--- src/rtl/dmacc_pkg.sv ---
package dmacc_pkg;

    // register offsets on the plain register port
    localparam int DMACC_ADDR_W = 4;
    localparam logic [3:0] DMACC_OFS_CTRL = 4'h0;
    localparam logic [3:0] DMACC_OFS_FLAGS = 4'h1;
    localparam logic [3:0] DMACC_OFS_MASK = 4'h2;
    localparam logic [3:0] DMACC_OFS_PRIO_LO = 4'h3;
    localparam logic [3:0] DMACC_OFS_PRIO_HI = 4'h4;
    localparam logic [3:0] DMACC_OFS_MODE = 4'h5;
    localparam logic [3:0] DMACC_OFS_COUNT = 4'h6;
    localparam logic [3:0] DMACC_OFS_REMAIN = 4'h7;

    // field positions
    localparam int DMACC_CTRL_EN_BIT = 7;
    localparam int DMACC_CTRL_BUSY_BIT = 0;
    localparam int DMACC_DMA_BIT = 3;
    localparam int DMACC_MODE_SWTRIG_BIT = 7;
    localparam int DMACC_MODE_HOLD_BIT = 4;
    localparam int DMACC_MODE_SEL_LSB = 0;
    localparam int DMACC_MODE_SEL_W = 4;

    // reset values
    localparam logic DMACC_EN_RST = 1'b0;
    localparam logic DMACC_FLAG_RST = 1'b0;
    localparam logic DMACC_MASK_RST = 1'b1;
    localparam logic DMACC_PRIO_RST = 1'b1;
    localparam logic DMACC_HOLD_RST = 1'b0;
    localparam logic [3:0] DMACC_SEL_RST = 4'h0;

    // trigger source selection: 0 is software only, above max is prohibited
    localparam logic [3:0] DMACC_SEL_SW_ONLY = 4'h0;
    localparam logic [3:0] DMACC_SEL_MAX = 4'hb;
    localparam int DMACC_NUM_TRIG = 11;

    // the count and remaining registers are read back over the 8-bit data path
    localparam int DMACC_COUNT_W_DEF = 8;

    typedef enum logic [1:0] {
        DMACC_ST_OFF,
        DMACC_ST_IDLE,
        DMACC_ST_BUSY
    } dmacc_state_t;

endpackage : dmacc_pkg

--- src/rtl/dmacc_channel.sv ---
`timescale 1ns/100ps
`default_nettype none

module dmacc_channel
    import dmacc_pkg::*;
#(
    parameter int COUNT_W = DMACC_COUNT_W_DEF
)
(
    input wire logic ref_clk,
    input wire logic rst_b,
    input wire logic [DMACC_ADDR_W-1:0] bus_addr,
    input wire logic [7:0] bus_wr_data,
    input wire logic bus_wr_stb,
    input wire logic bus_rd_stb,
    output logic [7:0] bus_rd_data,
    input wire logic [DMACC_NUM_TRIG-1:0] trig_req,
    output logic chan_clk_en,
    output logic xfer_req,
    output logic [COUNT_W-1:0] xfer_index,
    output logic dma_transfer_end_interrupt,
    output logic [1:0] dma_irq_level
);

    generate
        if (COUNT_W < 1 || COUNT_W > 8)
        begin : g_bad_count_w
            $error("dmacc_channel: COUNT_W must lie in 1..8");
        end
    endgenerate

    // an unsupported source code is refused, not stored
    function automatic logic sel_legal(input logic [3:0] sel);
        sel_legal = (sel <= DMACC_SEL_MAX);
    endfunction : sel_legal

    function automatic logic hit(input logic [3:0] addr, input logic [3:0] ofs);
        hit = (addr == ofs);
    endfunction : hit

    logic channel_enable_reg;
    logic transfer_in_progress_reg;
    logic dma_end_request_flag_reg;
    logic dma_end_mask_reg;
    logic dma_priority_bit_low_reg;
    logic dma_priority_bit_high_reg;
    logic hold_reg;
    logic pending_reg;
    logic [3:0] sel_reg;
    logic [COUNT_W-1:0] count_reg;
    logic [COUNT_W-1:0] remain_reg;
    logic [COUNT_W-1:0] index_reg;
    logic xfer_req_reg;
    logic [7:0] rd_data_reg;
    dmacc_state_t state_reg;
    dmacc_state_t state_next;

    logic wr_ctrl;
    logic wr_flags;
    logic wr_mask;
    logic wr_plo;
    logic wr_phi;
    logic wr_mode;
    logic wr_count;
    logic rd_flags;
    logic arm_req;
    logic sw_trig;
    logic hw_trig;
    logic any_trig;
    logic fire;
    logic last_xfer;
    logic end_event;
    logic [DMACC_NUM_TRIG-1:0] trig_hit;
    logic [3:0] wr_sel;

    assign wr_ctrl = bus_wr_stb && hit(bus_addr, DMACC_OFS_CTRL);
    assign wr_flags = bus_wr_stb && hit(bus_addr, DMACC_OFS_FLAGS);
    assign wr_mask = bus_wr_stb && hit(bus_addr, DMACC_OFS_MASK);
    assign wr_plo = bus_wr_stb && hit(bus_addr, DMACC_OFS_PRIO_LO);
    assign wr_phi = bus_wr_stb && hit(bus_addr, DMACC_OFS_PRIO_HI);
    // setup registers are locked while the channel is disabled
    assign wr_mode = bus_wr_stb && hit(bus_addr, DMACC_OFS_MODE) && channel_enable_reg;
    assign wr_count = bus_wr_stb && hit(bus_addr, DMACC_OFS_COUNT) && channel_enable_reg;
    assign rd_flags = bus_rd_stb && hit(bus_addr, DMACC_OFS_FLAGS);
    assign wr_sel = bus_wr_data[DMACC_MODE_SEL_LSB +: DMACC_MODE_SEL_W];

    // arming needs the channel enabled and idle before this write
    assign arm_req = wr_ctrl && bus_wr_data[DMACC_CTRL_EN_BIT]
                     && bus_wr_data[DMACC_CTRL_BUSY_BIT]
                     && (state_reg == DMACC_ST_IDLE) && (count_reg != '0);

    genvar gi;
    generate
        for (gi = 0; gi < DMACC_NUM_TRIG; gi++)
        begin : g_trig
            assign trig_hit[gi] = trig_req[gi] && (sel_reg == 4'(gi + 1));
        end
    endgenerate

    assign hw_trig = |trig_hit;
    assign sw_trig = wr_mode && bus_wr_data[DMACC_MODE_SWTRIG_BIT];
    assign any_trig = hw_trig || sw_trig || pending_reg;
    // a held trigger waits in pending_reg until hold is released
    assign fire = (state_reg == DMACC_ST_BUSY) && any_trig && !hold_reg;
    assign last_xfer = fire && (remain_reg == COUNT_W'(1));
    // a disable in the same cycle cancels the last transfer, so no end is reported
    assign end_event = last_xfer && (state_next != DMACC_ST_OFF);

    always_comb
    begin
        state_next = state_reg;
        unique case (state_reg)
            DMACC_ST_OFF:
            begin
                if (wr_ctrl && bus_wr_data[DMACC_CTRL_EN_BIT])
                    state_next = arm_req ? DMACC_ST_BUSY : DMACC_ST_IDLE;
            end
            DMACC_ST_IDLE:
            begin
                if (wr_ctrl && !bus_wr_data[DMACC_CTRL_EN_BIT])
                    state_next = DMACC_ST_OFF;
                else if (arm_req)
                    state_next = DMACC_ST_BUSY;
            end
            DMACC_ST_BUSY:
            begin
                if (wr_ctrl && !bus_wr_data[DMACC_CTRL_EN_BIT])
                    state_next = DMACC_ST_OFF;
                else if (last_xfer)
                    state_next = DMACC_ST_IDLE;
            end
        endcase
    end

    always_ff @(posedge ref_clk or negedge rst_b)
    begin
        if (!rst_b)
            state_reg <= DMACC_ST_OFF;
        else
            state_reg <= state_next;
    end

    always_ff @(posedge ref_clk or negedge rst_b)
    begin
        if (!rst_b)
            channel_enable_reg <= DMACC_EN_RST;
        else if (wr_ctrl)
            channel_enable_reg <= bus_wr_data[DMACC_CTRL_EN_BIT];
    end

    // busy follows the state machine: high from arming to the last transfer
    always_ff @(posedge ref_clk or negedge rst_b)
    begin
        if (!rst_b)
            transfer_in_progress_reg <= 1'b0;
        else
            transfer_in_progress_reg <= (state_next == DMACC_ST_BUSY);
    end

    always_ff @(posedge ref_clk or negedge rst_b)
    begin
        if (!rst_b)
        begin
            hold_reg <= DMACC_HOLD_RST;
            sel_reg <= DMACC_SEL_RST;
        end
        else if (wr_mode)
        begin
            hold_reg <= bus_wr_data[DMACC_MODE_HOLD_BIT];
            if (sel_legal(wr_sel))
                sel_reg <= wr_sel;
        end
    end

    always_ff @(posedge ref_clk or negedge rst_b)
    begin
        if (!rst_b)
            count_reg <= '0;
        else if (wr_count)
            count_reg <= bus_wr_data[COUNT_W-1:0];
    end

    // requests seen while held are kept, one deep; cleared when the channel stops
    always_ff @(posedge ref_clk or negedge rst_b)
    begin
        if (!rst_b)
            pending_reg <= 1'b0;
        else if (state_next != DMACC_ST_BUSY)
            pending_reg <= 1'b0;
        else if (fire)
            pending_reg <= 1'b0;
        else if (hold_reg && (hw_trig || sw_trig))
            pending_reg <= 1'b1;
    end

    always_ff @(posedge ref_clk or negedge rst_b)
    begin
        if (!rst_b)
        begin
            remain_reg <= '0;
            index_reg <= '0;
        end
        else if (arm_req)
        begin
            remain_reg <= count_reg;
            index_reg <= '0;
        end
        else if (fire && (state_next != DMACC_ST_OFF))
        begin
            remain_reg <= remain_reg - COUNT_W'(1);
            index_reg <= index_reg + COUNT_W'(1);
        end
    end

    always_ff @(posedge ref_clk or negedge rst_b)
    begin
        if (!rst_b)
            xfer_req_reg <= 1'b0;
        else
            xfer_req_reg <= fire && (state_next != DMACC_ST_OFF);
    end

    // the completion event wins over a clearing write or read in the same cycle
    always_ff @(posedge ref_clk or negedge rst_b)
    begin
        if (!rst_b)
            dma_end_request_flag_reg <= DMACC_FLAG_RST;
        else if (end_event)
            dma_end_request_flag_reg <= 1'b1;
        else if (wr_flags)
            dma_end_request_flag_reg <= bus_wr_data[DMACC_DMA_BIT];
        else if (rd_flags)
            dma_end_request_flag_reg <= 1'b0;
    end

    always_ff @(posedge ref_clk or negedge rst_b)
    begin
        if (!rst_b)
            dma_end_mask_reg <= DMACC_MASK_RST;
        else if (wr_mask)
            dma_end_mask_reg <= bus_wr_data[DMACC_DMA_BIT];
    end

    always_ff @(posedge ref_clk or negedge rst_b)
    begin
        if (!rst_b)
        begin
            dma_priority_bit_low_reg <= DMACC_PRIO_RST;
            dma_priority_bit_high_reg <= DMACC_PRIO_RST;
        end
        else
        begin
            if (wr_plo)
                dma_priority_bit_low_reg <= bus_wr_data[DMACC_DMA_BIT];
            if (wr_phi)
                dma_priority_bit_high_reg <= bus_wr_data[DMACC_DMA_BIT];
        end
    end

    // read data stand in the cycle after the strobe only
    always_ff @(posedge ref_clk or negedge rst_b)
    begin
        if (!rst_b)
            rd_data_reg <= 8'h00;
        else if (!bus_rd_stb)
            rd_data_reg <= 8'h00;
        else
        begin
            rd_data_reg <= 8'h00;
            unique case (bus_addr)
                DMACC_OFS_CTRL:
                begin
                    rd_data_reg[DMACC_CTRL_EN_BIT] <= channel_enable_reg;
                    rd_data_reg[DMACC_CTRL_BUSY_BIT] <= transfer_in_progress_reg;
                end
                DMACC_OFS_FLAGS:
                    rd_data_reg[DMACC_DMA_BIT] <= dma_end_request_flag_reg;
                DMACC_OFS_MASK:
                    rd_data_reg[DMACC_DMA_BIT] <= dma_end_mask_reg;
                DMACC_OFS_PRIO_LO:
                    rd_data_reg[DMACC_DMA_BIT] <= dma_priority_bit_low_reg;
                DMACC_OFS_PRIO_HI:
                    rd_data_reg[DMACC_DMA_BIT] <= dma_priority_bit_high_reg;
                DMACC_OFS_MODE:
                begin
                    rd_data_reg[DMACC_MODE_HOLD_BIT] <= hold_reg;
                    rd_data_reg[DMACC_MODE_SEL_LSB +: DMACC_MODE_SEL_W] <= sel_reg;
                end
                DMACC_OFS_COUNT:
                    rd_data_reg[COUNT_W-1:0] <= count_reg;
                DMACC_OFS_REMAIN:
                    rd_data_reg[COUNT_W-1:0] <= remain_reg;
                default:
                    rd_data_reg <= 8'h00;
            endcase
        end
    end

    assign bus_rd_data = rd_data_reg;
    // drives the enable of an external clock gate cell for the channel
    assign chan_clk_en = channel_enable_reg;
    assign xfer_req = xfer_req_reg;
    assign xfer_index = index_reg;
    assign dma_transfer_end_interrupt = dma_end_request_flag_reg && !dma_end_mask_reg;
    assign dma_irq_level = {dma_priority_bit_high_reg, dma_priority_bit_low_reg};

endmodule : dmacc_channel

`default_nettype wire

--- config.mk ---
export PLATFORM = sky130hd
export DESIGN_NAME = dmacc_channel
export DESIGN_NICKNAME = d
export VERILOG_FILES = /design/src/rtl/dmacc_pkg.sv /design/src/rtl/dmacc_channel.sv
export SDC_FILE = /design/constraint.sdc
export NUM_CORES = 1
export LEC_CHECK = 0
export BUFFER_PORTS_ARGS = -buffer_cell sky130_fd_sc_hd__buf_2
export CORE_MARGIN = 8
export CORE_UTILIZATION = 40
export CTS_CLUSTER_DIAMETER = 40
export DETAILED_ROUTE_END_ITERATION = 8
export SYNTH_ARGS = -nofsm -noshare
export SYNTH_HDL_FRONTEND = slang
export SYNTH_SLANG_ARGS = --single-unit
--- constraint.sdc ---
create_clock -name ref_clk -period 7.7 [get_ports ref_clk]
set_input_delay 0.385 -clock ref_clk [delete_from_list [all_inputs] [get_ports ref_clk]]
set_output_delay 0.385 -clock ref_clk [all_outputs]
set_load 0.02 [all_outputs]
## Yosys cells after proc, flatten, opt, wreduce, memory -nomap -nowiden

Index checks and enable logic that the tools add are counted.

| storage, ports and cells | value |
|---|---|
| input bits | 27 |
| output and inout port bits | 21 |
| bits in registers | 47 |

| operators by class | value |
|---|---|
| $add $sub $neg | 2 |
| magnitude comparators | 1 |
| muxes and demuxes | 24 |
| reductions and logical operators | 48 |
| equal/unequal tests | 23 |

Operators by type and width:

| kind | count |
|---|---|
| two-way mux 8 bit | 5 |
| logical AND 1 bit | 34 |
| == test 4 x 3 -> 1 bit (second input constant) | 8 |
| == test 4 x 2 -> 1 bit (second input constant) | 4 |
| == test 4 bit (second input constant) | 4 |
| two-way mux 2 bit | 6 |
| one-hot mux 2 bit (3 select lines) | 2 |
| OR reduction 11 bit | 1 |
| adder 8 x 1 -> 8 bit (second input constant) | 1 |
| == test 4 x 1 -> 1 bit (second input constant) | 2 |
| == test 8 x 1 -> 1 bit (second input constant) | 1 |
| nonzero test 8 bit | 1 |
| subtractor 8 x 1 -> 8 bit (second input constant) | 1 |
| one-hot mux 1 bit (7 select lines) | 1 |
| two-way mux 1 bit | 6 |
| one-hot mux 1 bit (3 select lines) | 2 |
| nonzero test 3 bit | 2 |
| == test 2 bit (second input constant) | 2 |
| less-or-equal comparator 4 bit (second input constant) | 1 |
| zero test 4 bit | 1 |
| one-hot mux 1 bit (4 select lines) | 1 |
| one-hot mux 2 bit (2 select lines) | 1 |
| nonzero test 2 bit | 2 |
| zero test 1 bit | 3 |
| 5 further kinds | 6 |

## Depth between registers and ports, before layout

| logic depth | value |
|---|---|
| depth after elaboration | 16 |
| mapped depth | 11 |
| depth with buffers taken out | 9 |

## Least setup slack after synthesis

OpenSTA, ideal clock, no wires.

| timing | value |
|---|---|
| path kind | input-to-reg |
| from | in bus_addr[0] |
| to | reg index_reg[1] (netlist: xfer_index[1]) |
| stages | 10 |
| required time | 7568 ps |
| library setup time | 132 ps |
| arrival time | 2301 ps |
| path slack | 5267 ps |
| path through | buf_2 -> nor3b_2 -> a21oi_1 -> or4_1 -> o211a_1 -> buf_6 -> o21ai_4 -> buf_4 -> mux2i_1 -> nor2_1 |

| between the ends | value |
|---|---|
| longest elaborated chain between the ends | 15 |

RTL lines:

| what | RTL line | RTL |
|---|---|---|
| start: declaration | dmacc_channel.sv:12 | `input wire logic [DMACC_ADDR_W-1:0] bus_addr,` |
| == test 4 x 3 -> 1 bit | dmacc_channel.sv:38 | `hit = (addr == ofs);` |
| logical AND 1 bit (2 in series) | dmacc_channel.sv:82 | `assign wr_mode = bus_wr_stb && hit(bus_addr, DMACC_OFS_MODE) && channel_enable_reg;` |
| logical AND 1 bit | dmacc_channel.sv:101 | `assign sw_trig = wr_mode && bus_wr_data[DMACC_MODE_SWTRIG_BIT];` |
| logical OR 1 bit (2 in series) | dmacc_channel.sv:102 | `assign any_trig = hw_trig \|\| sw_trig \|\| pending_reg;` |
| logical AND 1 bit (2 in series) | dmacc_channel.sv:104 | `assign fire = (state_reg == DMACC_ST_BUSY) && any_trig && !hold_reg;` |
| logical AND 1 bit | dmacc_channel.sv:105 | `assign last_xfer = fire && (remain_reg == COUNT_W'(1));` |
| two-way mux 2 bit | dmacc_channel.sv:129 | `else if (last_xfer)` |
| two-way mux 2 bit | dmacc_channel.sv:127 | `if (wr_ctrl && !bus_wr_data[DMACC_CTRL_EN_BIT])` |
| one-hot mux 2 bit (3 select lines) * | dmacc_channel.sv:112 | `unique case (state_reg)` |
| net state_next[1] | dmacc_channel.sv:56 | `dmacc_state_t state_next;` |
| nonzero test 2 bit * | dmacc_channel.sv:208 | `else if (fire && (state_next != DMACC_ST_OFF))` |
| logical AND 1 bit * | dmacc_channel.sv:208 |  |
| nonzero test 2 bit (no source line) * | -- |  |
| end signal: assignment | dmacc_channel.sv:211 | `index_reg <= index_reg + COUNT_W'(1);` |
| end: declaration | dmacc_channel.sv:52 | `logic [COUNT_W-1:0] index_reg;` |

Mark *: on every way through the listed nets, which the timed path passes. The rest lies on a longest branch.
A chain may end at the register's enable or synchronous reset.

## Worst setup path in the final report

| timing | value |
|---|---|
| from | reg sel_reg[0] |
| to | reg index_reg[7] (netlist: xfer_index[7]) |

| between the ends | value |
|---|---|
| longest elaborated chain between the ends | 14 |

RTL lines:

| what | RTL line | RTL |
|---|---|---|
| start: declaration | dmacc_channel.sv:49 | `logic [3:0] sel_reg;` |
| start signal: assignment | dmacc_channel.sv:171 | `sel_reg <= wr_sel;` |
| == test 4 x 1 -> 1 bit (tied with other cells) | dmacc_channel.sv:96 | `assign trig_hit[gi] = trig_req[gi] && (sel_reg == 4'(gi + 1));` |
| logical AND 1 bit | dmacc_channel.sv:96 |  |
| OR reduction 11 bit * | dmacc_channel.sv:100 | `assign hw_trig = \|trig_hit;` |
| logical OR 1 bit * (2 in series) | dmacc_channel.sv:102 |  |
| logical AND 1 bit * (2 in series) | dmacc_channel.sv:104 |  |
| logical AND 1 bit | dmacc_channel.sv:105 |  |
| two-way mux 2 bit | dmacc_channel.sv:129 |  |
| two-way mux 2 bit | dmacc_channel.sv:127 |  |
| one-hot mux 2 bit (3 select lines) | dmacc_channel.sv:112 |  |
| nonzero test 2 bit | dmacc_channel.sv:208 |  |
| logical AND 1 bit * | dmacc_channel.sv:208 |  |
| nonzero test 2 bit (no source line) * | -- |  |

Every way passes the cells marked *; elsewhere a longest branch is shown, timed or not.

==> flow_summary.ini <==
[synth]
synth_top_cell_by_area = dfrtp_1
syn_inst = 252
synth_area_leaders = dfrtp_1 41%, mux2_2 8.0%, dfstp_2 3.0%
syn-cell-area_um2 = 2660
synth_edf_count = 0
synthArstFlopShare_pct = 100
ys_ff_latch = 47
synth_nets = 284
ys_seq_area_share_pct = 44.3
avgSynthCellArea_um2 = 10.6
synth_warnings = 0
synth_top_area_share_pct = 41.4
synthFlopType = dfrtp_1
yosysUniqueCellTypes = 56

[global_routing]
grt_overflow = 0
grt_use_total_pct = 13.6
use_met2_pct = 21.3
grt_max_degree = 48
grt.busiest_layer = met2
grt_first_pass_wirelength_um = 10800
met3_usage_pct = 3.98
use_met1_pct = 17.8
grt_pass1_vias = 2087
antenna_found_initial = 0

[timing]
worstMarginPinSlew_ns = 1.07
setup_tns_ns = 0
hold_viol_final = 0
grt_setup_unrepaired = false
finClkSkew_ns = 0.00710
finalSetupViolCount = 0
fin_ws_ns = 4.90
maxSlewHeadroom_pct = 28.7
drv_slew = 0
fmax_mhz = 357
post-route-min-period_ns = 2.80
period_share_pct = 36.4

[worst_setup_path]
crit_arrival_ns = 3.03
crit_path_start_kind = flop
cpPeakStageDelay_ns = 0.54
path_class = reg2reg
cp-end-kind = flop
crit_family = compound AO/OA/AOI/OAI gates
worstPathMaxFanout = 19
crit_chain = mux2_2 -> a221oi_1 -> o311a_4 -> o211a_1 -> o21ai_4 -> or4_1 -> a21oi_1
crit_required_ns = 7.92
worstPathBufferInverterCount = 0
cp_slowest_cell = or4_1

[die]
initial_core_util_pct = 41.7
die_y_um = 97.6
die_area_um2 = 9520
ioPinCount = 48
die_w_um = 97.6
fp.coreArea_um2 = 6390
num_rows = 29

[detailed_routing]
post_drt_wl_per_cell_um = 17.2
wirelength_um = 6480
drc = 0
vias = 2092
ant_nets = 0
vias_per_cell = 5.56
dr.pass1.iters = 4
drt-initial-drc-count = 89

[cts]
cts.htree.levels = 2
clockBufferDepth = 2
cts_tree = done
cts_hold_buf = 0
cts_buffers = 5
cts.sinks = 47
path_clk_slew_ns = 0.09
clock_tree.root_cell = clkbuf_8
cts_setup_buffers = 0
cts_resized = 0
clk_latency_ns = 0.30

[power_and_ir_drop]
power.density_nw_per_um2 = 190
seqPwrFrac_pct = 51.7
p_sw_share_pct = 31.2
comb_power_share_pct = 22.9
p_leak_nw = 1.43
peakVddDrop_mv = 0.0851
power_report.internal_total_mw = 0.395
p_switching_mw = 0.179
clockPowerShare_pct = 25.4

[final_layout]
drive_gt1_share_pct = 29.8
final_nets = 330
syn_to_final_growth_pct = 13.6
num_antenna_cells = 0
nFillCells = 615

[flow_run]
cap_violations = 0

[outcome]
outcome = completed

[placement]
port_buffers = 47
hpwlAfterDp_um = 4840
place_ws_ns = 4.88
gp_congestion = 0.866

[min_path]
hold_class = in2async
layout make-up:
cell class,instances,area (um2),share of cell area (%)
clock inverter,1,5.00,0.165
multi-input combinational,186,1380,45.7
timing repair buffer,49,250,8.27
clock buffer,7,76.3,2.52
inverter,9,33.8,1.12
tap,77,96.3,3.19
sequential,47,1180,39.0
cells by family (layout without fill, tap and decap cells):
group	Yosys count	count (layout)	synth area share (%)
adder cells (fa/ha/maj)	5	5	2.35
AO/OA/AOI/OAI	55	55	15.1
XOR/XNOR	10	10	3.29
AND/OR/NAND/NOR	89	89	18.5
buffers and inverters	19	66	3.71
flip-flops	47	47	44.3
multiplexers	27	27	12.7
cells in the final DEF (no fill, tap or decap), types with 5 or more instances in the layout:
master	n
o211ai_1	8
ha_1	5
nand3_1	11
mux2i_1	5
buf_2	47
mux2_2	19
nor2b_1	5
o21ai_0	10
dfrtp_1	44
clkbuf_8	5
or4_1	7
inv_1	9
a21oi_1	9
xor2_1	8
nor2_1	21
nand2_1	19
routing by layer:
metal | share of wire, % | routed length, um
met3 | 5.1 | 331
met4 | 1.1 | 74
met1 | 47 | 3050
met2 | 47 | 3030
met5 | 0 | 0
synthesized netlist by cell type, types with 2 or more instances:
| cell type | instances |
|---|---|
| mux2i_1 | 5 |
| xnor2_1 | 2 |
| o21ai_0 | 10 |
| dfstp_2 | 3 |
| buf_4 | 3 |
| nand2_1 | 19 |
| o2111ai_1 | 4 |
| mux4_1 | 2 |
| or2_2 | 3 |
| xor2_1 | 8 |
| mux2_2 | 19 |
| o211ai_1 | 8 |
| and2_1 | 3 |
| inv_1 | 9 |
| buf_6 | 2 |
| nand3b_1 | 2 |
| or3_1 | 3 |
| clkbuf_1 | 3 |
| nor2b_1 | 5 |
| ha_1 | 5 |
| a31oi_1 | 2 |
| o21ai_1 | 2 |
| nand3_1 | 11 |
| nor3_1 | 3 |
| o31ai_1 | 2 |
| nor2_1 | 21 |
| a21oi_1 | 9 |
| o22a_1 | 2 |
| or4_1 | 7 |
| nor3b_1 | 3 |
| a22oi_1 | 3 |
| a221oi_1 | 2 |
| dfrtp_1 | 44 |
worst paths after layout:
path | start | endpoint | slack [ns] | depth (start not counted)
max in group asynchronous | rst_b | remain_reg[7] | 6.77 | 1
min in group ref_clk | bus_wr_data[5] | count_reg[5] | 0.31 | 2
worst min register to register | count_reg[4] | remain_reg[4] | 0.55 | 2
worst max-delay path | sel_reg[0] | xfer_index[7] | 4.90 | 7
worst min-delay path | rst_b | bus_rd_data[0] | 0.28 | 1
worst max register to register | sel_reg[0] | xfer_index[7] | 4.90 | 7
power groups by stage:
| stage | registers, mW | logic [mW] | clock network [mW] |
|---|---|---|---|
| floorplan | 0.294 | 0.0978 | 0 |
| global placement | 0.302 | 0.132 | 0 |
| detailed placement | 0.302 | 0.132 | 0 |
| CTS | 0.297 | 0.133 | 0.150 |
| global route | 0.300 | 0.146 | 0.160 |
| finish | 0.297 | 0.132 | 0.146 |
stage by stage:
step | cell area, um2 | util (%) | hold WS, ns | cells | power, mW
2_1_floorplan | 2660 | - | 0.0894 | 252 | 0.392
3_3_place_gp | 2940 | 46.1 | 0.524 | 368 | 0.434
3_5_place_dp | 2940 | 46.1 | 0.538 | 368 | 0.434
4_1_cts | 3020 | 47.4 | 0.310 | 376 | 0.580
5_1_grt | 3020 | 47.4 | 0.310 | 376 | 0.606
6_report | 3020 | 47.4 | 0.275 | 376 | 0.574
(Power assumes the default switching activity.)
